File: src/srn_pkg.sv
// constants and carrier types of the service request node block
`default_nettype none

package srn_pkg;

  // ---------------------------------------------------------------
  // node control word layout
  // ---------------------------------------------------------------
  localparam int PRIO_LSB = 0;
  localparam int PRIO_W = 8;
  localparam int SEL_LO_BIT = 10;
  localparam int SEL_HI_BIT = 11;
  localparam int EN_BIT = 12;
  localparam int PEND_BIT = 13;
  localparam int CLR_BIT = 14;
  localparam int SET_BIT = 15;

  // ---------------------------------------------------------------
  // register map, byte addresses
  // ---------------------------------------------------------------
  localparam int ADDR_W = 9;
  localparam logic [ADDR_W-1:0] NODE_BASE = 9'h000;
  localparam logic [ADDR_W-1:0] PEND_STATUS_OFS = 9'h100;
  localparam logic [ADDR_W-1:0] CPU_WIN_OFS = 9'h104;
  localparam logic [ADDR_W-1:0] COP_WIN_OFS = 9'h108;

  // ---------------------------------------------------------------
  // reset values
  // ---------------------------------------------------------------
  localparam logic [PRIO_W-1:0] PRIO_RST = 8'h00;
  localparam logic SEL_RST = 1'b0;
  localparam logic EN_RST = 1'b0;
  localparam logic PEND_RST = 1'b0;
  localparam logic [31:0] RDATA_RST = 32'h0000_0000;

  // provider select encoding of the low select bit
  localparam logic SEL_CPU = 1'b0;
  localparam logic SEL_COP = 1'b1;

  // ---------------------------------------------------------------
  // carriers
  // ---------------------------------------------------------------
  typedef struct packed {
    logic [PRIO_W-1:0] prio;
    logic sel;
    logic en;
  } srn_cfg_s;

  typedef struct packed {
    logic valid;
    logic [PRIO_W-1:0] prio;
  } srn_bus_s;

endpackage : srn_pkg

`default_nettype wire

File: src/srn_node.sv
// one service request node: pending flag, enable, select, priority
`default_nettype none

module srn_node
  import srn_pkg::*;
(
  input wire logic clk,
  input wire logic reset,
  input wire logic trigger,
  input wire logic ack,
  input wire logic sw_wr,
  input wire logic [3:0] sw_be,
  input wire logic [31:0] sw_wdata,
  input wire logic hw_hold,
  output srn_cfg_s cfg,
  output logic pending,
  output srn_bus_s cpu_bus,
  output srn_bus_s cop_bus
);

  srn_cfg_s cfg_q;
  srn_cfg_s cfg_d;
  logic pend_q;
  logic pend_d;
  wire logic lane0 = sw_wr & sw_be[0];
  wire logic lane1 = sw_wr & sw_be[1];
  wire logic do_set = lane1 & sw_wdata[SET_BIT];
  wire logic do_clr = lane1 & sw_wdata[CLR_BIT];
  wire logic sw_owns = sw_wr | hw_hold;
  wire logic eligible = pend_q & cfg_q.en & (cfg_q.prio != PRIO_RST);

  always_comb begin
    cfg_d = cfg_q;
    if (lane0) begin
      cfg_d.prio = sw_wdata[PRIO_LSB +: PRIO_W];
    end
    if (lane1) begin
      cfg_d.sel = sw_wdata[SEL_LO_BIT];
      cfg_d.en = sw_wdata[EN_BIT];
    end
  end

  always_comb begin
    // pending bit of write data never read
    pend_d = pend_q;
    // set or clear alone acts, both hold
    if (do_set & ~do_clr) begin
      pend_d = 1'b1;
    end else if (do_clr & ~do_set) begin
      pend_d = 1'b0;
    end else if (sw_owns) begin
      pend_d = pend_q;
    end else if (trigger) begin
      pend_d = 1'b1;
    end else if (ack) begin
      pend_d = 1'b0;
    end
  end

  always_ff @(posedge clk) begin
    if (reset) begin
      cfg_q <= '{prio: PRIO_RST, sel: SEL_RST, en: EN_RST};
      pend_q <= PEND_RST;
    end else begin
      cfg_q <= cfg_d;
      pend_q <= pend_d;
    end
  end

  assign cfg = cfg_q;
  assign pending = pend_q;
  assign cpu_bus = '{valid: eligible & (cfg_q.sel == SEL_CPU), prio: cfg_q.prio};
  assign cop_bus = '{valid: eligible & (cfg_q.sel == SEL_COP), prio: cfg_q.prio};

endmodule : srn_node

`default_nettype wire

File: src/srn_arb.sv
// arbitration unit of one provider: highest priority number wins
`default_nettype none

module srn_arb
  import srn_pkg::*;
#(
  parameter int NUM_NODES = 4,
  parameter int IDX_W = 2
)
(
  input wire logic clk,
  input wire logic reset,
  input wire srn_bus_s bus [NUM_NODES],
  input wire logic prov_ack,
  output logic win_valid,
  output logic [PRIO_W-1:0] win_prio,
  output logic [IDX_W-1:0] win_idx,
  output logic [NUM_NODES-1:0] node_ack
);

  logic best_valid;
  logic [PRIO_W-1:0] best_prio;
  logic [IDX_W-1:0] best_idx;
  logic win_valid_q;
  logic [PRIO_W-1:0] win_prio_q;
  logic [IDX_W-1:0] win_idx_q;

  always_comb begin
    best_valid = 1'b0;
    best_prio = PRIO_RST;
    best_idx = '0;
    for (int i = 0; i < NUM_NODES; i++) begin
      if (bus[i].valid && (bus[i].prio > best_prio)) begin
        best_valid = 1'b1;
        best_prio = bus[i].prio;
        best_idx = IDX_W'(i);
      end
    end
  end

  always_ff @(posedge clk) begin
    if (reset) begin
      win_valid_q <= 1'b0;
      win_prio_q <= PRIO_RST;
      win_idx_q <= '0;
    end else begin
      win_valid_q <= best_valid;
      win_prio_q <= best_prio;
      win_idx_q <= best_idx;
    end
  end

  // acknowledge routed to the presented winner
  always_comb begin
    node_ack = '0;
    if (prov_ack && win_valid_q) begin
      node_ack[win_idx_q] = 1'b1;
    end
  end

  assign win_valid = win_valid_q;
  assign win_prio = win_prio_q;
  assign win_idx = win_idx_q;

endmodule : srn_arb

`default_nettype wire

File: src/srn_top.sv
// service request nodes with avalon-mm slave and two arbitration units
`default_nettype none

module srn_top
  import srn_pkg::*;
#(
  parameter int NUM_NODES = 4,
  parameter int IDX_W = 2
)
(
  input wire logic clk,
  input wire logic reset,
  input wire logic [ADDR_W-1:0] avs_address,
  input wire logic avs_read,
  input wire logic avs_write,
  input wire logic [31:0] avs_writedata,
  input wire logic [3:0] avs_byteenable,
  input wire logic avs_lock,
  output logic [31:0] avs_readdata,
  output logic avs_waitrequest,
  input wire logic [NUM_NODES-1:0] trigger,
  input wire logic cpu_ack,
  input wire logic cop_ack,
  output logic cpu_req_valid,
  output logic [PRIO_W-1:0] cpu_req_prio,
  output logic cop_req_valid,
  output logic [PRIO_W-1:0] cop_req_prio
);

  // ---------------------------------------------------------------
  // address decoding
  // ---------------------------------------------------------------
  function automatic logic node_hit(input logic [ADDR_W-1:0] a, input int n);
    node_hit = (a[ADDR_W-1:2] == (NODE_BASE[ADDR_W-1:2] + (ADDR_W-2)'(n)));
  endfunction : node_hit

  function automatic logic reg_hit(input logic [ADDR_W-1:0] a, input logic [ADDR_W-1:0] o);
    reg_hit = (a[ADDR_W-1:2] == o[ADDR_W-1:2]);
  endfunction : reg_hit

  // ---------------------------------------------------------------
  // bus handshake
  // ---------------------------------------------------------------
  logic wait_q;
  logic wait_d;
  logic [31:0] rdata_q;
  logic [31:0] rdata_d;
  wire logic req = avs_read | avs_write;
  // answer cycle: waitrequest low, write lands here
  wire logic accept = req & ~wait_q;
  wire logic wr_accept = accept & avs_write;
  wire logic rd_accept = accept & avs_read;

  always_comb begin
    wait_d = 1'b1;
    if (req && wait_q) begin
      wait_d = 1'b0;
    end
  end

  always_ff @(posedge clk) begin
    if (reset) begin
      wait_q <= 1'b1;
    end else begin
      wait_q <= wait_d;
    end
  end

  // ---------------------------------------------------------------
  // nodes
  // ---------------------------------------------------------------
  srn_cfg_s cfg [NUM_NODES];
  logic [NUM_NODES-1:0] pending;
  srn_bus_s cpu_bus [NUM_NODES];
  srn_bus_s cop_bus [NUM_NODES];
  logic [NUM_NODES-1:0] cpu_node_ack;
  logic [NUM_NODES-1:0] cop_node_ack;
  logic [NUM_NODES-1:0] node_wr;
  logic [NUM_NODES-1:0] node_rd;
  logic [NUM_NODES-1:0] hold_q;
  logic [NUM_NODES-1:0] hold_d;
  logic [NUM_NODES-1:0] node_hold;

  genvar g;
  generate
    for (g = 0; g < NUM_NODES; g++) begin : g_node
      assign node_wr[g] = wr_accept & node_hit(avs_address, g);
      assign node_rd[g] = rd_accept & node_hit(avs_address, g);
      // locked read opens an atomic window
      assign hold_d[g] = avs_lock & (hold_q[g] | node_rd[g]) & ~node_wr[g];
      assign node_hold[g] = hold_q[g] & avs_lock;

      srn_node u_node (
        .clk(clk),
        .reset(reset),
        .trigger(trigger[g]),
        .ack(cpu_node_ack[g] | cop_node_ack[g]),
        .sw_wr(node_wr[g]),
        .sw_be(avs_byteenable),
        .sw_wdata(avs_writedata),
        .hw_hold(node_hold[g]),
        .cfg(cfg[g]),
        .pending(pending[g]),
        .cpu_bus(cpu_bus[g]),
        .cop_bus(cop_bus[g])
      );
    end
  endgenerate

  always_ff @(posedge clk) begin
    if (reset) begin
      hold_q <= '0;
    end else begin
      hold_q <= hold_d;
    end
  end

  // ---------------------------------------------------------------
  // arbitration units
  // ---------------------------------------------------------------
  logic cpu_win_valid;
  logic [PRIO_W-1:0] cpu_win_prio;
  logic [IDX_W-1:0] cpu_win_idx;
  logic cop_win_valid;
  logic [PRIO_W-1:0] cop_win_prio;
  logic [IDX_W-1:0] cop_win_idx;

  // one unit per provider, own bus each
  srn_arb #(
    .NUM_NODES(NUM_NODES),
    .IDX_W(IDX_W)
  ) u_cpu_arb (
    .clk(clk),
    .reset(reset),
    .bus(cpu_bus),
    .prov_ack(cpu_ack),
    .win_valid(cpu_win_valid),
    .win_prio(cpu_win_prio),
    .win_idx(cpu_win_idx),
    .node_ack(cpu_node_ack)
  );

  srn_arb #(
    .NUM_NODES(NUM_NODES),
    .IDX_W(IDX_W)
  ) u_cop_arb (
    .clk(clk),
    .reset(reset),
    .bus(cop_bus),
    .prov_ack(cop_ack),
    .win_valid(cop_win_valid),
    .win_prio(cop_win_prio),
    .win_idx(cop_win_idx),
    .node_ack(cop_node_ack)
  );

  // ---------------------------------------------------------------
  // read data
  // ---------------------------------------------------------------
  logic [31:0] node_word [NUM_NODES];

  generate
    for (g = 0; g < NUM_NODES; g++) begin : g_word
      // set, clear and upper select read zero
      assign node_word[g] = {16'h0000,
                             1'b0,
                             1'b0,
                             pending[g],
                             cfg[g].en,
                             1'b0,
                             cfg[g].sel,
                             2'b00,
                             cfg[g].prio};
    end
  endgenerate

  wire logic [31:0] pend_word = 32'(pending);
  wire logic [31:0] cpu_word = {15'h0000, cpu_win_valid, 8'(cpu_win_idx), cpu_win_prio};
  wire logic [31:0] cop_word = {15'h0000, cop_win_valid, 8'(cop_win_idx), cop_win_prio};

  always_comb begin
    rdata_d = RDATA_RST;
    for (int i = 0; i < NUM_NODES; i++) begin
      if (node_hit(avs_address, i)) begin
        rdata_d = node_word[i];
      end
    end
    if (reg_hit(avs_address, PEND_STATUS_OFS)) begin
      rdata_d = pend_word;
    end
    if (reg_hit(avs_address, CPU_WIN_OFS)) begin
      rdata_d = cpu_word;
    end
    if (reg_hit(avs_address, COP_WIN_OFS)) begin
      rdata_d = cop_word;
    end
  end

  always_ff @(posedge clk) begin
    if (reset) begin
      rdata_q <= RDATA_RST;
    end else if (avs_read && wait_q) begin
      rdata_q <= rdata_d;
    end
  end

  // ---------------------------------------------------------------
  // outputs
  // ---------------------------------------------------------------
  assign avs_readdata = rdata_q;
  assign avs_waitrequest = wait_q;
  // winner priority presented as vector index
  assign cpu_req_valid = cpu_win_valid;
  assign cpu_req_prio = cpu_win_prio;
  assign cop_req_valid = cop_win_valid;
  assign cop_req_prio = cop_win_prio;

endmodule : srn_top

`default_nettype wire

File: config.mk
export PLATFORM = sky130hd
export DESIGN_NAME = srn_top
export DESIGN_NICKNAME = d
export VERILOG_FILES = /design/src/srn_pkg.sv /design/src/srn_node.sv /design/src/srn_arb.sv /design/src/srn_top.sv
export SDC_FILE = /design/constraint.sdc
export NUM_CORES = 1
export LEC_CHECK = 0
export ABC_CLOCK_PERIOD_IN_PS = 12400
export BUFFER_PORTS_ARGS = -buffer_cell sky130_fd_sc_hd__buf_2
export CAP_MARGIN = 20
export CELL_PAD_IN_SITES_DETAIL_PLACEMENT = 2
export CELL_PAD_IN_SITES_GLOBAL_PLACEMENT = 2
export CORE_MARGIN = 5
export CORE_UTILIZATION = 36
export CTS_CLUSTER_DIAMETER = 200
export DETAILED_ROUTE_END_ITERATION = 8
export PLACE_DENSITY = 0.82
export SKIP_LAST_GASP = 1
export SYNTH_ARGS = -nofsm -noshare
export SYNTH_HDL_FRONTEND = slang
export SYNTH_SLANG_ARGS = --single-unit
File: constraint.sdc
create_clock -name clk -period 12.4 [get_ports clk]
set_clock_uncertainty 0.05 [all_clocks]
set_input_delay 1.24 -clock clk [delete_from_list [all_inputs] [get_ports clk]]
set_output_delay 1.24 -clock clk [all_outputs]
set_load 0.01 [all_outputs]
== Word-level counts from Yosys, hierarchy flattened ==
Cells that the tools add are included.
Widths: inputs -> output; s select.
Word-level totals
  bits in registers: 103
  latch bits: 0
  memory bits (writable): 0
  bits in read-only memories: 0
  bits of input ports: 56
  output and inout bits: 51
  word-level logic and storage cells: 222
  memories: 0
Cells by class
  add/sub/neg operators: 0
  multiply operators: 0
  divide/modulo/power cells: 0
  order comparisons: 11
  eq/ne operators: 10
  shift-type cells: 0
  multiplexer cells: 56
  bitwise gates (word level): 93
  reduce and logical (&&, ||, !) cells: 27
Operators with widths (count)
  $mux 32: 6
  $mux 8: 8
  $and 1x1->1: 63
  $gt 8x8->1: 6
  $mux 1: 33
  $reduce_bool 8->1: 4
  $eq 7x7->1 const B: 3
  $not 1->1: 17
  $reduce_bool 4->1: 4
  $eq 7x2->1 const B: 2
  $logic_and 1x1->1: 14
  $mux 14: 1
  $or 1x1->1: 13
  $ne 3x3->1 const B: 4
  $gt 8x1->1 const B: 1
  $mux 2: 4
  $mux 4: 2
  $reduce_and 2->1: 4
  $eq 7x1->1 const B: 1
  $logic_not 7->1: 1
  $lt 2x3->1 const B: 2
  $demux 1 s2: 2
  $ge 2x1->1 const B: 2

== Longest topological paths before layout ==
  word-level depth: 14
  depth in mapped cells: 32

== Modules after synthesis ==
Synthesis repeated with hierarchy kept, for this count alone.
Unflattened totals
  cells, all modules: 873
  area total of the unflattened synthesis: 6703.9 µm²
By module, submodules not included
  srn_node: times used 4, cells each 74, area each 575.6 µm², sequential area each 220.2 µm²
  srn_top: times used 1, cells each 210, area each 1620.3 µm², sequential area each 380.4 µm²
  srn_arb at u_cop_arb: times used 1, cells each 183, area each 1403.8 µm², sequential area each 220.2 µm²
  srn_arb at u_cpu_arb: times used 1, cells each 184, area each 1377.6 µm², sequential area each 220.2 µm²

== Least setup slack after synthesis ==
No wires, ideal clock.
  kind: reg-to-reg
  start: reg g_node[0].u_node.cfg_q (netlist bit g_node[0].u_node.cfg[0])
  end: reg u_cpu_arb.win_prio_q[0] (netlist: u_cpu_arb.win_prio[0])
  library setup time: 126 ps
  arrival: 5859 ps
  path slack: 6365 ps
  stages on the path, launching flop included: 31
  path buffers: 4
  clock period less this slack: 6035 ps
  cell sequence: dfxtp_1 and2_1 a21boi_0 nor2b_1 clkbuf_1 nand2_1 ha_1 a21oi_1 a21oi_1 o211ai_1 clkbuf_1 o21ai_0 inv_1 ha_1 a21o_1 a21o_1 a211oi_1 o31a_1 and2_1 buf_2 nor3_1 or2_1 ha_1 o21a_1 o21a_1 o211ai_1 a21o_1 a2111oi_2 or2_2 clkbuf_1 o31ai_1
Between the ends
  longest elaborated chain between the ends: 14
Ends and longest elaborated chain
  start, declared: RTL line srn_node.sv:21  | srn_cfg_s cfg_q;
  start signal, assigned: RTL line srn_node.sv:62  | cfg_q <= '{prio: PRIO_RST, sel: SEL_RST, en: EN_RST};
  start signal, assigned: RTL line srn_node.sv:65  | cfg_q <= cfg_d;
  $and 1x1->1 (*) (2 in a row): RTL line srn_node.sv:30  | wire logic eligible = pend_q & cfg_q.en & (cfg_q.prio != PRIO_RST);
  $and 1x1->1 (*): RTL line srn_node.sv:72  | assign cpu_bus = '{valid: eligible & (cfg_q.sel == SEL_CPU), prio: cfg_q.prio};
  $logic_and 1x1->1 (*): RTL line srn_arb.sv:33  | if (bus[i].valid && (bus[i].prio > best_prio)) begin
  $mux 8 (*): RTL line srn_arb.sv:33
  $gt 8x8->1: RTL line srn_arb.sv:33
  $logic_and 1x1->1: RTL line srn_arb.sv:33
  $mux 8 (*): RTL line srn_arb.sv:33
  $gt 8x8->1: RTL line srn_arb.sv:33
  $logic_and 1x1->1: RTL line srn_arb.sv:33
  $mux 8 (*): RTL line srn_arb.sv:33
  $gt 8x8->1: RTL line srn_arb.sv:33
  $logic_and 1x1->1: RTL line srn_arb.sv:33
  $mux 8 (*): RTL line srn_arb.sv:33
  end signal, assigned: RTL line srn_arb.sv:48  | win_prio_q <= best_prio;
  end, declared: RTL line srn_arb.sv:25  | logic [PRIO_W-1:0] win_prio_q;
Mark *: on every way between the ends. The rest lies on a longest branch, timed or not.
A chain may end at the register's enable or synchronous reset.

== Worst setup path in the final report ==
  start: reg g_node[0].u_node.cfg_q (netlist bit g_node[0].u_node.cfg[6])
  end: reg u_cpu_arb.win_prio_q[6] (netlist: u_cpu_arb.win_prio[6])
Between the ends
  longest elaborated chain between the ends: 14
  elaborated cells on any way between the ends: 15
  those cells by class: order compare (4); mux (4); bitwise (2); reduce/logical (5)
Ends and longest elaborated chain (RTL line)
  branches (longest 4 deep; another with $gt 8x1->1)
  $mux 8 (*): srn_arb.sv:33
  $gt 8x8->1: srn_arb.sv:33
  $logic_and 1x1->1: srn_arb.sv:33
  $mux 8 (*): srn_arb.sv:33
  $gt 8x8->1: srn_arb.sv:33
  $logic_and 1x1->1: srn_arb.sv:33
  $mux 8 (*): srn_arb.sv:33
  $gt 8x8->1: srn_arb.sv:33
  $logic_and 1x1->1: srn_arb.sv:33
  $mux 8 (*): srn_arb.sv:33
Every way passes the cells marked *.

==> metrics.cfg <==
[outcome]
status=finished clean

[floorplan]
ios=107
rows=47
core_area_mm2=0.0166
die_area_mm2=0.0196
die-height_um=140
initial_utilization=0.366
die_x_um=140

[clock_tree]
cts_resized=0
clk_latency_ns=0.35
clk_pin_slew_ns=0.07
cts_tree=built
cts_sinks=85
cts_setup_buffers=0
holdBufCountCts=0
clk_path_buf_depth=2
cts-buffers-inserted=9
htreeDepth=3
cts-root-buf=clkbuf_16

[synth]
synth_top_area_cell=dfxtp_1
synth-edff-count=0
avgSynthCellArea_um2=8.33
ys_ff_latch=85
synth-async-reset-ratio=0
synth_cell_types=67
synthCells=729
synth_commonest_cells=dfxtp_1, nor2_1, nand2_1, ha_1, a21oi_1
ys_seq_area_frac=0.280
synth_most_common_cell=dfxtp_1
synth.top_cell.area_share=0.280
synth_warnings=0
synth_ff_type=dfxtp_1
synthTopCellsByArea=dfxtp_1, ha_1, mux2i_1
netlist_area_mm2=0.00607

[timing]
grt_setup_unrepaired=false
hold_viol_final=0
fin_hold_ws_ns=0.435
maxSlewHeadroom=0.315
setup_tns_ns=0
fin_crit_ns=7.54
setup_viol=0
drv_slew=0
period_share=0.608
fmax_mhz=133
worst_pin_slew_ns=1.02

[route]
drcViolationCount=0
drtIter0Drc=332
firstDrtPassIters=6
routed_via_density=6.03
wl_per_cell_um=24.9
via_count=6016
routed_wl_mm=24.9
ant_nets=0

[finish]
num_antenna_cells=0
stdcell_area_mm2=0.00678
fill_cells=1932
nets=883
area_growth_pct=11.8
drive_gt1_frac=0.161

[placement]
port_buffers=64
hpwl_mm=18.4
place_congestion=0.946
place_area_mm2=0.00647

[global_route]
grt_max_degree=74
grt_first_pass_wirelength_mm=38.5
grt_usage=0.250
grt_remaining_overflow=0
gr-usage-met1=0.291
grt_antenna_before_repair=0
gr-usage-met3=0.0432
grt_pass1_vias=6491
busiest_layer=met2
use_met2=0.442

[power_and_ir_drop]
total_leakage_power_nw=2.64
peakVddDrop_v=0.0000561
p_clk_frac=0.457
seq_power_share=0.469
p_int_w=0.000447
p_sw_frac=0.251
combinationalPowerShare=0.074
powerDensity_mw_per_mm2=87.9
p_sw_w=0.000149

[worst_setup_path]
crit_type=register to register
cp.arrival_ns=7.69
cp_data_required_time_ns=12.55
slowest_delay_ns=0.85
endpoint_kind=register
slowest_stage=nor2b_1
cp_max_fo=15
crit_path_start_kind=register

[min_path]
hold_path_class=register to register

[flow_run]
drv_cap=0

[critical path: cells and delay by family (launching register included)]
| family | cells | cell delay (ns) |
|---|---|---|
| flip-flops | 1 | 0.55 |
| adder cells (fa/ha/maj) | 3 | 0.98 |
| AO/OA/AOI/OAI | 15 | 2.98 |
| AND/OR/NAND/NOR | 8 | 2.27 |
| buffers and inverters | 3 | 0.54 |
[worst paths after layout]
path	to	slack, ns	cells past startpoint	start
hold / removal	avs_waitrequest	0.43	1	avs_waitrequest
setup / recovery	u_cpu_arb.win_prio[6]	4.86	29	g_node[0].u_node.cfg[6]
setup reg to reg	u_cpu_arb.win_prio[6]	4.86	29	g_node[0].u_node.cfg[6]
hold reg to reg	avs_waitrequest	0.43	1	avs_waitrequest
[kinds of logic after synthesis]
group / Yosys count / share of synthesized area
buffers and inverters: 90 / 0.0701
AND/OR/NAND/NOR: 259 / 0.203
other: 1 / 0.000618
AO/OA/AOI/OAI: 180 / 0.219
adder cells (fa/ha/maj): 54 / 0.111
multiplexers: 60 / 0.115
flip-flops: 85 / 0.280
[state kept, by name (all words and copies together), names as in the netlist]
name	flops
avs_readdata	14
u_cop_arb.win_valid	1
u_cop_arb.win_idx	2
hold_q	4
u_cpu_arb.win_valid	1
u_cop_arb.win_prio	8
avs_waitrequest	1
g_node.u_node.pending	4
u_cpu_arb.win_prio	8
u_cpu_arb.win_idx	2
g_node.u_node.cfg	40
[power groups by stage]
stage                     logic (W)  registers, W  clock network (W)
after floorplan           0.0000277      0.000286                  0
after global placement    0.0000411      0.000286                  0
after detailed placement  0.0000427      0.000286                  0
after CTS                 0.0000435      0.000280           0.000271
after global routing      0.0000477      0.000280           0.000284
final                     0.0000439      0.000280           0.000273
[layer usage]
layer | part of all wire | routed length (um)
met4 | 0.049 | 1210
met5 | 0 | 0
met1 | 0.40 | 9910
met3 | 0.050 | 1250
met2 | 0.50 | 12500
[area by class of cell]
cell class,instances,area [um2],share of cell area
Tap cell,220,275,0.0406
Timing Repair Buffer,70,373,0.0550
Multi-Input combinational cell,571,4010,0.591
Clock buffer,11,233,0.0343
Inverter,36,135,0.0199
Clock inverter,5,60.1,0.00885
Sequential cell,85,1700,0.251
[through the flow]
stage / cells / util / setup WS, ns / total power, W
floorplan: 746 / - / 6.37 / 0.000314
global route: 998 / 0.409 / 4.32 / 0.000611
CTS: 996 / 0.408 / 4.51 / 0.000594
finish: 998 / 0.409 / 4.86 / 0.000596
detailed placement: 980 / 0.390 / 4.60 / 0.000329
global placement: 980 / 0.390 / 4.95 / 0.000327
[placed cells by master (no fill, tap or decap), drive strengths merged, types with 8 or more instances in the layout]
cell type,instances
dfxtp,85
nor2,84
buf,70
nand2,59
ha,54
a21oi,49
mux2i,46
inv,36
o21ai,34
nand3,30
nor3,22
conb,18
nor2b,15
nand4,12
nor4,12
o211ai,12
a211oi,11
and2,11
clkbuf,11
a221oi,10
or2,8
(Power assumes the default switching activity.)
